--- src/rtl/amp_regs.vh ---
/*
 * Constants of the asynchronous multiprocessor serial unit:
 * timing counts, bit-sampling point and reset values.
 * Assumes a 50 MHz system clock.
 */
`ifndef AMP_REGS_VH
`define AMP_REGS_VH
`define AMP_CLK_HZ 50000000
`define AMP_BAUD 115200
`define AMP_OVS 16
`define AMP_OVS_DIV (`AMP_CLK_HZ / (`AMP_BAUD * `AMP_OVS))
`define AMP_SAMPLE_PT 4'h7
`define AMP_LAST_SUB 4'hF
`define AMP_LAST_BIT8 3'h7
`define AMP_LAST_BIT7 3'h6
`define AMP_RST_TX_EMPTY 1'b1
`define AMP_RST_TX_END 1'b1
`define AMP_RST_FLAG 1'b0
`define AMP_RST_DATA 8'h00
`endif

--- src/rtl/amp_serial.v ---
/*
 * Asynchronous serial unit with multiprocessor function: receiver
 * with parity/stop/overrun checks, transmitter, two-entry transmit
 * buffer. Assumes control bits and clear strobes come from logic on
 * MCLK_I; RXD_I is an unsynchronised pin.
 */
// Operation
// falling start bit syncs timing, starts capture
// data shifted in LSB first
// parity checked against odd/even select
// first stop bit must be high
// good frame loads data, sets rx full
// completion while full sets overrun, keeps data
// framing/parity errors flagged, data still loaded
// parity error follows mode odd/even setting
// errors block reception until software clears
// rx full irq when enabled, not error-only
// error irq on any error when enabled
// every rx full rise requests dma
// multiprocessor format ignores parity enable
// sender sends ID mp=1 then data mp=0
// mp frame: start, data, mp bit, stops
// tx empty clear loads shifter, sets empty
// empty at stop time sets tx end
// mp bit one clears mp interrupt enable
// overrun test at stop position
// foreign data still sets rx full
// software tracks ID/data state itself
// ID send needs tx end, mp bit set
// each write needs tx empty read first
// 16x oversampling, sample on eighth pulse
// tx disable resets shifter, rx keeps flags
// four setting bits pick twelve formats
// high line idle until falling edge
`timescale 1ns/1ns
`include "amp_regs.vh"
module amp_serial #(
   parameter OVS_DIV = `AMP_OVS_DIV,
   parameter DIV_W = 16
) (
   input wire MCLK_I,
   input wire RST_I,
   input wire RXD_I,
   output reg TXD_O,
   input wire TX_ENABLE_I,
   input wire RX_ENABLE_I,
   input wire CHAR7_I,
   input wire PARITY_EN_I,
   input wire PARITY_ODD_I,
   input wire MP_FORMAT_I,
   input wire TWO_STOP_I,
   input wire RX_INTR_EN_I,
   input wire TX_INTR_EN_I,
   input wire TX_END_INTR_EN_I,
   input wire ERR_ONLY_INTR_I,
   input wire MP_BIT_SEND_I,
   input wire MP_INTR_EN_SET_I,
   input wire RX_FULL_CLR_I,
   input wire OVERRUN_CLR_I,
   input wire FRAMING_CLR_I,
   input wire PARITY_CLR_I,
   input wire [7:0] TX_WDATA_I,
   input wire TX_WVALID_I,
   output reg TX_WREADY_O,
   output reg [7:0] RX_DATA_O,
   output reg RX_FULL_O,
   output reg OVERRUN_O,
   output reg FRAMING_O,
   output reg PARITY_O,
   output reg MP_BIT_RX_O,
   output reg MP_INTR_EN_O,
   output reg TX_EMPTY_O,
   output reg TX_END_O,
   output reg RX_FULL_IRQ_O,
   output reg RX_ERR_IRQ_O,
   output reg TX_EMPTY_IRQ_O,
   output reg TX_END_IRQ_O,
   output reg DMA_RX_REQ_O
);
   localparam [4:0] S_IDLE = 5'b00001;
   localparam [4:0] S_START = 5'b00010;
   localparam [4:0] S_DATA = 5'b00100;
   localparam [4:0] S_XBIT = 5'b01000;
   localparam [4:0] S_STOP = 5'b10000;
   localparam integer DIV_LAST_I = OVS_DIV - 1;
   localparam [DIV_W-1:0] DIV_LAST = DIV_LAST_I[DIV_W-1:0];

   reg rxd_s1, rxd_s2, rxd_prev;
   reg [DIV_W-1:0] div_cnt;
   reg tick;
   reg [4:0] rx_st, tx_st;
   reg [3:0] rx_sub, tx_sub;
   reg [2:0] rx_bit, tx_bit;
   reg [7:0] rx_shift_reg, tx_shift_reg, tx_data_reg;
   reg rx_xbit, rx_stop, rx_done, tx_xbit;
   reg [7:0] buf_mem [0:1];
   reg buf_wp, buf_rp;
   reg [1:0] buf_cnt, next_cnt;
   reg next_full, next_overrun_flag, next_fer, next_per;

   wire err_any = OVERRUN_O | FRAMING_O | PARITY_O;
   wire [2:0] last_bit = CHAR7_I ? `AMP_LAST_BIT7 : `AMP_LAST_BIT8;
   wire with_xbit = PARITY_EN_I | MP_FORMAT_I;
   wire rx_samp = tick & (rx_sub == `AMP_SAMPLE_PT);
   wire [7:0] rx_word = CHAR7_I ? {1'b0, rx_shift_reg[7:1]} :
      rx_shift_reg;
   wire par_bad = PARITY_EN_I & ~MP_FORMAT_I &
      ((^rx_word ^ rx_xbit) != PARITY_ODD_I);
   wire set_overrun_flag = rx_done & RX_FULL_O;
   wire set_fer = rx_done & ~rx_stop;
   wire set_per = rx_done & par_bad;
   wire rx_load = rx_done & ~RX_FULL_O;
   wire set_full = rx_load & ~rx_stop ? 1'b0 : rx_load & ~par_bad;
   wire tx_bit_end = tick & (tx_sub == `AMP_LAST_SUB);
   wire buf_valid = (buf_cnt != 2'd0);
   wire buf_push = TX_WVALID_I & TX_WREADY_O;
   wire drain = buf_valid & TX_EMPTY_O & TX_ENABLE_I;
   wire load_now = TX_ENABLE_I & ~TX_EMPTY_O &
      ((tx_st == S_IDLE) | ((tx_st == S_STOP) & tx_bit_end &
      (tx_bit == 3'd0)));
   wire [7:0] tx_word = CHAR7_I ? {1'b0, tx_data_reg[6:0]} :
      tx_data_reg;

   // pin synchroniser; the second stage and its delayed copy rxd_prev are looked at
   always @(posedge MCLK_I) begin
      if (RST_I) begin
         rxd_s1 <= 1'b1;
         rxd_s2 <= 1'b1;
         rxd_prev <= 1'b1;
      end else begin
         rxd_s1 <= RXD_I;
         rxd_s2 <= rxd_s1;
         rxd_prev <= rxd_s2;
      end
   end

   // shared 16x oversampling tick
   always @(posedge MCLK_I) begin
      if (RST_I) begin
         div_cnt <= {DIV_W{1'b0}};
         tick <= 1'b0;
      end else begin
         tick <= (div_cnt == DIV_LAST);
         if (div_cnt == DIV_LAST)
            div_cnt <= {DIV_W{1'b0}};
         else
            div_cnt <= div_cnt + 1'b1;
      end
   end

   always @(posedge MCLK_I) begin
      if (RST_I) begin
         rx_st <= S_IDLE;
         rx_sub <= 4'h0;
         rx_bit <= 3'h0;
         rx_shift_reg <= `AMP_RST_DATA;
         rx_xbit <= 1'b0;
         rx_stop <= 1'b1;
         rx_done <= 1'b0;
      end else begin
         rx_done <= 1'b0;
         if (!RX_ENABLE_I) begin
            rx_st <= S_IDLE;
         end else begin
            if (tick)
               rx_sub <= rx_sub + 4'h1;
            case (rx_st)
               S_IDLE: begin
                  // an idle high line is ignored until it falls
                  if (rxd_prev & ~rxd_s2 & ~err_any) begin
                     rx_st <= S_START;
                     rx_sub <= 4'h0;
                  end
               end
               S_START: begin
                  if (rx_samp) begin
                     rx_bit <= 3'h0;
                     rx_st <= rxd_s2 ? S_IDLE : S_DATA;
                  end
               end
               S_DATA: begin
                  if (rx_samp) begin
                     rx_shift_reg <= {rxd_s2, rx_shift_reg[7:1]};
                     rx_bit <= rx_bit + 3'h1;
                     if (rx_bit == last_bit)
                        rx_st <= with_xbit ? S_XBIT : S_STOP;
                  end
               end
               S_XBIT: begin
                  if (rx_samp) begin
                     rx_xbit <= rxd_s2;
                     rx_st <= S_STOP;
                  end
               end
               S_STOP: begin
                  // second stop bit is never examined
                  if (rx_samp) begin
                     rx_stop <= rxd_s2;
                     rx_done <= 1'b1;
                     rx_st <= S_IDLE;
                  end
               end
               default: rx_st <= S_IDLE;
            endcase
         end
      end
   end

   // status flags: a set in the same cycle as a clear wins
   always @* begin
      next_full = (RX_FULL_O & ~RX_FULL_CLR_I) | set_full;
      next_overrun_flag = (OVERRUN_O & ~OVERRUN_CLR_I) | set_overrun_flag;
      next_fer = (FRAMING_O & ~FRAMING_CLR_I) | set_fer;
      next_per = (PARITY_O & ~PARITY_CLR_I) | set_per;
   end

   always @(posedge MCLK_I) begin
      if (RST_I) begin
         RX_FULL_O <= `AMP_RST_FLAG;
         OVERRUN_O <= `AMP_RST_FLAG;
         FRAMING_O <= `AMP_RST_FLAG;
         PARITY_O <= `AMP_RST_FLAG;
         RX_DATA_O <= `AMP_RST_DATA;
         MP_BIT_RX_O <= `AMP_RST_FLAG;
         MP_INTR_EN_O <= `AMP_RST_FLAG;
         RX_FULL_IRQ_O <= 1'b0;
         RX_ERR_IRQ_O <= 1'b0;
         DMA_RX_REQ_O <= 1'b0;
      end else begin
         RX_FULL_O <= next_full;
         OVERRUN_O <= next_overrun_flag;
         FRAMING_O <= next_fer;
         PARITY_O <= next_per;
         if (rx_load)
            RX_DATA_O <= rx_word;
         if (rx_done & MP_FORMAT_I)
            MP_BIT_RX_O <= rx_xbit;
         // hardware clear beats a simultaneous software set
         if (rx_done & MP_FORMAT_I & rx_xbit)
            MP_INTR_EN_O <= 1'b0;
         else if (MP_INTR_EN_SET_I)
            MP_INTR_EN_O <= 1'b1;
         RX_FULL_IRQ_O <= next_full & RX_INTR_EN_I &
            ~ERR_ONLY_INTR_I;
         RX_ERR_IRQ_O <= (next_overrun_flag | next_fer | next_per) &
            RX_INTR_EN_I;
         DMA_RX_REQ_O <= set_full;
      end
   end

   // two-entry transmit buffer; ready drops when both slots hold data
   always @* begin
      next_cnt = buf_cnt;
      if (buf_push & ~drain)
         next_cnt = buf_cnt + 2'd1;
      else if (drain & ~buf_push)
         next_cnt = buf_cnt - 2'd1;
   end

   always @(posedge MCLK_I) begin
      if (RST_I) begin
         buf_wp <= 1'b0;
         buf_rp <= 1'b0;
         buf_cnt <= 2'd0;
         TX_WREADY_O <= 1'b0;
      end else begin
         buf_cnt <= next_cnt;
         TX_WREADY_O <= (next_cnt != 2'd2);
         if (buf_push)
            buf_wp <= ~buf_wp;
         if (drain)
            buf_rp <= ~buf_rp;
      end
   end

   genvar gi;
   generate
      for (gi = 0; gi < 2; gi = gi + 1) begin : g_slot
         always @(posedge MCLK_I) begin
            if (RST_I)
               buf_mem[gi] <= `AMP_RST_DATA;
            else if (buf_push & (buf_wp == gi))
               buf_mem[gi] <= TX_WDATA_I;
         end
      end
   endgenerate

   always @(posedge MCLK_I) begin
      if (RST_I) begin
         tx_st <= S_IDLE;
         tx_sub <= 4'h0;
         tx_bit <= 3'h0;
         tx_shift_reg <= `AMP_RST_DATA;
         tx_data_reg <= `AMP_RST_DATA;
         tx_xbit <= 1'b1;
         TX_EMPTY_O <= `AMP_RST_TX_EMPTY;
         TX_END_O <= `AMP_RST_TX_END;
         TXD_O <= 1'b1;
      end else if (!TX_ENABLE_I) begin
         tx_st <= S_IDLE;
         tx_shift_reg <= `AMP_RST_DATA;
         TX_EMPTY_O <= 1'b1;
         TX_END_O <= 1'b1;
         TXD_O <= 1'b1;
      end else begin
         if (tick)
            tx_sub <= tx_sub + 4'h1;
         if (drain) begin
            tx_data_reg <= buf_mem[buf_rp];
            TX_EMPTY_O <= 1'b0;
         end
         if (load_now) begin
            tx_shift_reg <= tx_word;
            tx_xbit <= MP_FORMAT_I ? MP_BIT_SEND_I :
               (^tx_word ^ PARITY_ODD_I);
            TX_EMPTY_O <= 1'b1;
            TX_END_O <= 1'b0;
            tx_st <= S_START;
            tx_sub <= 4'h0;
         end else begin
            case (tx_st)
               S_IDLE: tx_sub <= 4'h0;
               S_START: begin
                  if (tx_bit_end) begin
                     tx_bit <= 3'h0;
                     tx_st <= S_DATA;
                  end
               end
               S_DATA: begin
                  if (tx_bit_end) begin
                     tx_shift_reg <= {1'b0, tx_shift_reg[7:1]};
                     tx_bit <= tx_bit + 3'h1;
                     if (tx_bit == last_bit)
                        tx_st <= with_xbit ? S_XBIT : S_STOP;
                     if (tx_bit == last_bit)
                        tx_bit <= TWO_STOP_I ? 3'h1 : 3'h0;
                     if (tx_bit == last_bit & ~with_xbit)
                        TX_END_O <= TX_EMPTY_O;
                  end
               end
               S_XBIT: begin
                  if (tx_bit_end) begin
                     tx_st <= S_STOP;
                     TX_END_O <= TX_EMPTY_O;
                  end
               end
               S_STOP: begin
                  // stays in mark state afterwards; idle sends 1
                  if (tx_bit_end) begin
                     if (tx_bit != 3'h0)
                        tx_bit <= tx_bit - 3'h1;
                     else
                        tx_st <= S_IDLE;
                  end
               end
               default: tx_st <= S_IDLE;
            endcase
         end
         case (tx_st)
            S_START: TXD_O <= 1'b0;
            S_DATA: TXD_O <= tx_shift_reg[0];
            S_XBIT: TXD_O <= tx_xbit;
            default: TXD_O <= 1'b1;
         endcase
      end
   end

   always @(posedge MCLK_I) begin
      if (RST_I) begin
         TX_EMPTY_IRQ_O <= 1'b0;
         TX_END_IRQ_O <= 1'b0;
      end else begin
         TX_EMPTY_IRQ_O <= TX_EMPTY_O & TX_INTR_EN_I;
         TX_END_IRQ_O <= TX_END_O & TX_END_INTR_EN_I;
      end
   end
endmodule // amp_serial
--- config.mk ---
export PLATFORM = sky130hd
export DESIGN_NAME = amp_serial
export DESIGN_NICKNAME = d
export VERILOG_FILES = /design/src/rtl/amp_serial.v
export VERILOG_INCLUDE_DIRS = /design/src /design/src/rtl
export SDC_FILE = /design/constraint.sdc
export NUM_CORES = 1
export LEC_CHECK = 0
export BUFFER_PORTS_ARGS = -buffer_cell sky130_fd_sc_hd__clkbuf_2
export CAP_MARGIN = 25
export CORE_MARGIN = 2
export CORE_UTILIZATION = 40
export DETAILED_ROUTE_END_ITERATION = 10
export PLACE_DENSITY = 0.69
export SYNTH_ARGS = -nofsm -noshare
export SYNTH_HDL_FRONTEND = slang
export SYNTH_SLANG_ARGS = --single-unit
--- constraint.sdc ---
create_clock -name MCLK_I -period 6.95 [get_ports MCLK_I]
set_input_delay 0.3475 -clock MCLK_I [delete_from_list [all_inputs] [get_ports MCLK_I]]
set_output_delay 0.3475 -clock MCLK_I [all_outputs]
set_load 0.01 [all_outputs]
After elaboration in Yosys (flattened, before gate mapping)

Memories as Yosys holds them, arrays and structs flattened. A register that Yosys moved wholly into a read port is not among the register bits.
Index checks and enable logic that the tools add are counted.

Output and inout bits: 23
Register bits: 91
Bits in latches: 0
Memory bits (read-only): 0
Input bits: 29
Memory bits (writable): 16
Memories kept: 1

Memories:

| name    | depth | bits a word | read ports | clocked after Yosys merged registers in | wr ports | RTL line        | RTL |
|---|---|---|---|---|---|---|---|
| buf_mem | 2     | 8           | 1          | 1                                       | 2        | amp_serial.v:96 | `reg [7:0] buf_mem [0:1];` |

Add/subtract/negate cells: 8
Magnitude comparators: 0
Shift operators: 0
Reductions and logical operators: 30
Equal/unequal tests: 38
Div/mod/pow operators: 0
Bitwise operators: 71
Multipliers: 0
Multiplexer cells: 60

Operator list:

| cell                                                  | count |
|---|---|
| two-way mux 5 bit                                     | 13 |
| two-way mux 8 bit                                     | 7 |
| one-hot mux 5 bit (5 select lines)                    | 2 |
| AND 1 bit                                             | 35 |
| inequality test 2 bit (second input constant)         | 14 |
| two-way mux 3 bit                                     | 8 |
| two-way mux 4 bit                                     | 6 |
| NOT 1 bit                                             | 22 |
| inequality test 3 bit (second input constant)         | 7 |
| AND reduction 7 bit                                   | 3 |
| two-way mux 1 bit                                     | 17 |
| adder 16 x 1 -> 16 bit (second input constant)        | 1 |
| equality test 16 x 5 -> 1 bit (second input constant) | 1 |
| parity 8 bit                                          | 2 |
| OR 1 bit                                              | 12 |
| nonzero test 3 bit                                    | 4 |
| equality test 5 x 1 -> 1 bit (second input constant)  | 2 |
| equality test 5 x 2 -> 1 bit (second input constant)  | 2 |
| equality test 5 x 3 -> 1 bit (second input constant)  | 2 |
| equality test 5 x 4 -> 1 bit (second input constant)  | 2 |
| equality test 5 bit (second input constant)           | 2 |
| one-hot mux 3 bit (3 select lines)                    | 1 |
| AND reduction 3 bit                                   | 3 |
| adder 4 x 1 -> 4 bit (second input constant)          | 2 |
| 21 further kinds                                      | 37 |

Longest topological paths before layout

Depth after elaboration: 11
Gate-level depth with buffers: 9
Mapped depth without buffers: 7

Least setup slack after synthesis

OpenSTA, ideal clock, no wires.

Path type: reg-to-reg
Start: register tx_st[2]
End: register TX_END_O
Stages on the path, launching flop included: 8
Library setup time: 0.122 ns
Path slack: 4.677 ns
Data arrival time: 2.151 ns
Period minus slack after synthesis: 2.273 ns
Path buffers: 2
Required time: 6.828 ns
Cells stage by stage: dfxtp_1 -> buf_6 -> or4b_4 -> or4b_4 -> a21bo_1 -> buf_6 -> o21a_1 -> a221o_1

Cells in the longest elaborated chain, start to end: 7
Elaborated cells on any way between the ends: 15
Those cells by class: eq/ne (7); mux (2); bitwise (4); reduce/logical (2)

RTL lines:

| item                                                                                | RTL line         | RTL |
|---|---|---|
| start: declaration                                                                  | amp_serial.v:91  | `reg [4:0] rx_st, tx_st;` |
| start signal: assignment                                                            | amp_serial.v:334 | `tx_st <= with_xbit ? S_XBIT : S_STOP;` |
| equality test 5 bit                                                                 | amp_serial.v:119 | `((tx_st == S_IDLE) \| ((tx_st == S_STOP) & tx_bit_end &` |
| AND 1 bit (2 in series)                                                             | amp_serial.v:119 |  |
| OR 1 bit                                                                            | amp_serial.v:119 |  |
| AND 1 bit                                                                           | amp_serial.v:118 | `wire load_now = TX_ENABLE_I & ~TX_EMPTY_O &` |
| inequality test 3 bit (no source line) / nonzero test 3 bit (equally long branches) | --               |  |
| AND reduction 4 bit (no source line)                                                | --               |  |
| end signal: assignment                                                              | amp_serial.v:297 | `` TX_END_O <= `AMP_RST_TX_END; `` |
| end: declaration                                                                    | amp_serial.v:73  | `output reg TX_END_O,` |

Parallel ways exist; a longest one is shown, timed or not.
A chain may end at the register's enable or synchronous reset.

Worst setup path in the final report

Start: register tx_st[4]
End: register TX_END_O

The elaborated chain is that of the path after synthesis.

==> reports/qor.yml <==
drive_above_1_share_pct: 15.4
grt_pass1_vias: 4112
die_area_sq_mm: 0.0143
reg2reg_slack_ns: 4.41
wl_per_cell_um: 14.5
ys_ff_latch: 115
core_area_sq_mm: 0.0131
initial_core_util_pct: 40.8
drt_iter0_drc: 287
dpl.hpwl_um: 8380
cts.sinks: 115
power.density_mw_per_mm2: 289
htreeDepth: 4
io_pins: 52
cp_max_fo: 17
worst_slew_pin_slew_ns: 0.979
final_util_pct: 48.4
cp_top_family: "simple AND/OR/NAND/NOR gates"
avgSynthCellArea_sq_um: 9.19
crit_required_ns: 7.25
syn-cell-area_sq_mm: 0.00536
crit_arrival_ns: 2.84
dr.pass1.iters: 5
hold_path.class: "in2reg"
antenna_found_initial: 0
fill_cells: 1243
min_period_over_period_pct: 36.5
die_h_um: 120
place_congestion: 0.879
root_buffer: "clkbuf_16"
cts_hold_buf: 0
clockBufferDepth: 2
std_cell_rows: 42
final_hold_viol_count: 0
synthArstFlopShare_pct: 0
crit_path_end: "TX_END_O"
yosysSeqAreaShare_pct: 45.9
syn_nets: 621
worst_slew_margin_rel_pct: 34.5
cts_resized: 0
cts_buffers: 17
synth_edf_count: 16
path_clk_slew_ns: 0.06
synth_flop_cell: "dfxtp_1"
crit_chain: "or4b_4 > or4b_4 > a21bo_1 > o21a_1 > a221o_1"
cp.buffers_inverters: 0
startpoint_type: "flip-flop"
rr_endpoint: "TX_END_O"
cts_tree: "done"
p_total_w: 0.00183
max_stage_delay_ns: 0.55
outcome: "finished, final reports clean"
grt_max_degree: 50
crit_start: "tx_st[4]"
synth_top_area_share_pct: 37.0
ff2ff_path_depth: 5
post_cts_buffers: 0
drc: 0
antenna_left: 0
grt_overflow: 0
grt.total_usage_pct: 17.3
yosys_warnings: 0
finalCriticalPeriod_ns: 2.54
finalWirelength_um: 11900
final_nets: 669
syn_inst: 583
r2r-start: "tx_st[4]"
viasPerCell: 5.23
synth.distinct_cells: 60
fmax_mhz: 394
cp-end-kind: "flip-flop"
path_class: "reg2reg"
vias: 4292
drv_cap: 0
port_buffers: 51
critPathMostFrequentCell: "or4b_4"
finalSetupViolations: 0
leakagePower_nw: 2.43
syn2layout_area_growth_pct: 18.6
synth_area_leaders: "dfxtp_1 (37%), edfxtp_1 (9.0%), mux2i_1 (6.0%), nor2_1 (5.4%), nand2_1 (3.6%)"
slew_viol_final: 0
setup_tns_ns: 0
path_depth: 5
n_antenna_cell: 0
grt_pass1_wl_um: 19600
vdd_drop_max_mv: 0.161
yosysMostFrequentCell: "dfxtp_1"
cpMaxStageDelayCell: "or4b_4"
clk_latency_ns: 0.42
die_width_um: 120
rsz0062_at_grt: "false"
top_regs: "buf_mem: 16 flops, div_cnt: 16 flops"
clock_skew_ns: 0.00536
synthTopCellsByCount: "dfxtp_1 (99), nor2_1 (77), nand2_1 (52), mux2i_1 (32), a21oi_1 (26)"
yosys.area.top_type: "dfxtp_1"
-- stage by stage --
stage / instances / instance area, sq um / setup slack (ns) / hold slack [ns]
floorplan: 583 / 5360 / 4.68 / 0.389
global placement: 786 / 5720 / 4.47 / 0.403
detailed placement: 787 / 5730 / 4.44 / 0.402
CTS: 819 / 6350 / 4.43 / 0.125
global route: 820 / 6360 / 4.27 / 0.137
finish: 820 / 6360 / 4.41 / 0.134
-- layer usage --
metal	track usage, %	up-vias	routed length [um]	part of all wire, %
met1	22.1	2018	5620	47
met2	27.3	88	5530	46
met5	0	-	0	0
met4	7.35	0	209	1.8
met3	4.94	19	559	4.7
li1	-	2167	-	-
-- logic make-up (layout without fill, tap and decap cells) --
kind of cell | after synthesis | after routing | share of synthesized area (%)
buffers and inverters | 37 | 98 | 3.03
adder cells (fa/ha/maj) | 9 | 9 | 2.10
XOR/XNOR | 40 | 40 | 6.79
AO/OA/AOI/OAI | 104 | 104 | 13.2
multiplexers | 32 | 32 | 5.98
flip-flops | 115 | 115 | 45.9
AND/OR/NAND/NOR | 246 | 246 | 23.0
-- cells in the final DEF (no fill, tap or decap), types with 12 or more instances in the layout --
cell,n
and2_1,19
dfxtp_1,99
xor2_1,18
nand3_1,20
a21oi_1,26
xnor2_1,21
a211oi_1,18
clkbuf_2,51
inv_1,12
edfxtp_1,16
nand2_1,52
mux2i_1,32
nor2_1,77
o21ai_0,20
clkbuf_16,17
-- report_power, final --
part           switching (W)  total, W  internal (W)
logic              0.0000957  0.000184     0.0000883
registers          0.0000352  0.000747      0.000712
clock network       0.000313  0.000904      0.000591
total               0.000444   0.00183       0.00139
-- how the worst min path moves through the flow --
stage | start | to | cells past startpoint
global placement | rxd_s1 | rxd_s2 | 1
global route | RXD_I | rxd_s1 | 2
finish | RXD_I | rxd_s1 | 2
detailed placement | rxd_s1 | rxd_s2 | 1
CTS | RXD_I | rxd_s1 | 2
floorplan | rxd_s1 | rxd_s2 | 1
-- layout make-up --
cell class / instances / area, sq um / share of cell area, %
clock buffer: 20 / 467 / 7.34
clock inverter: 12 / 153 / 2.40
inverter: 12 / 45.0 / 0.709
multi-input combinational: 431 / 2730 / 43.0
sequential: 115 / 2460 / 38.7
tap: 176 / 220 / 3.46
timing repair buffer: 54 / 275 / 4.33
(Power assumes the default switching activity.)
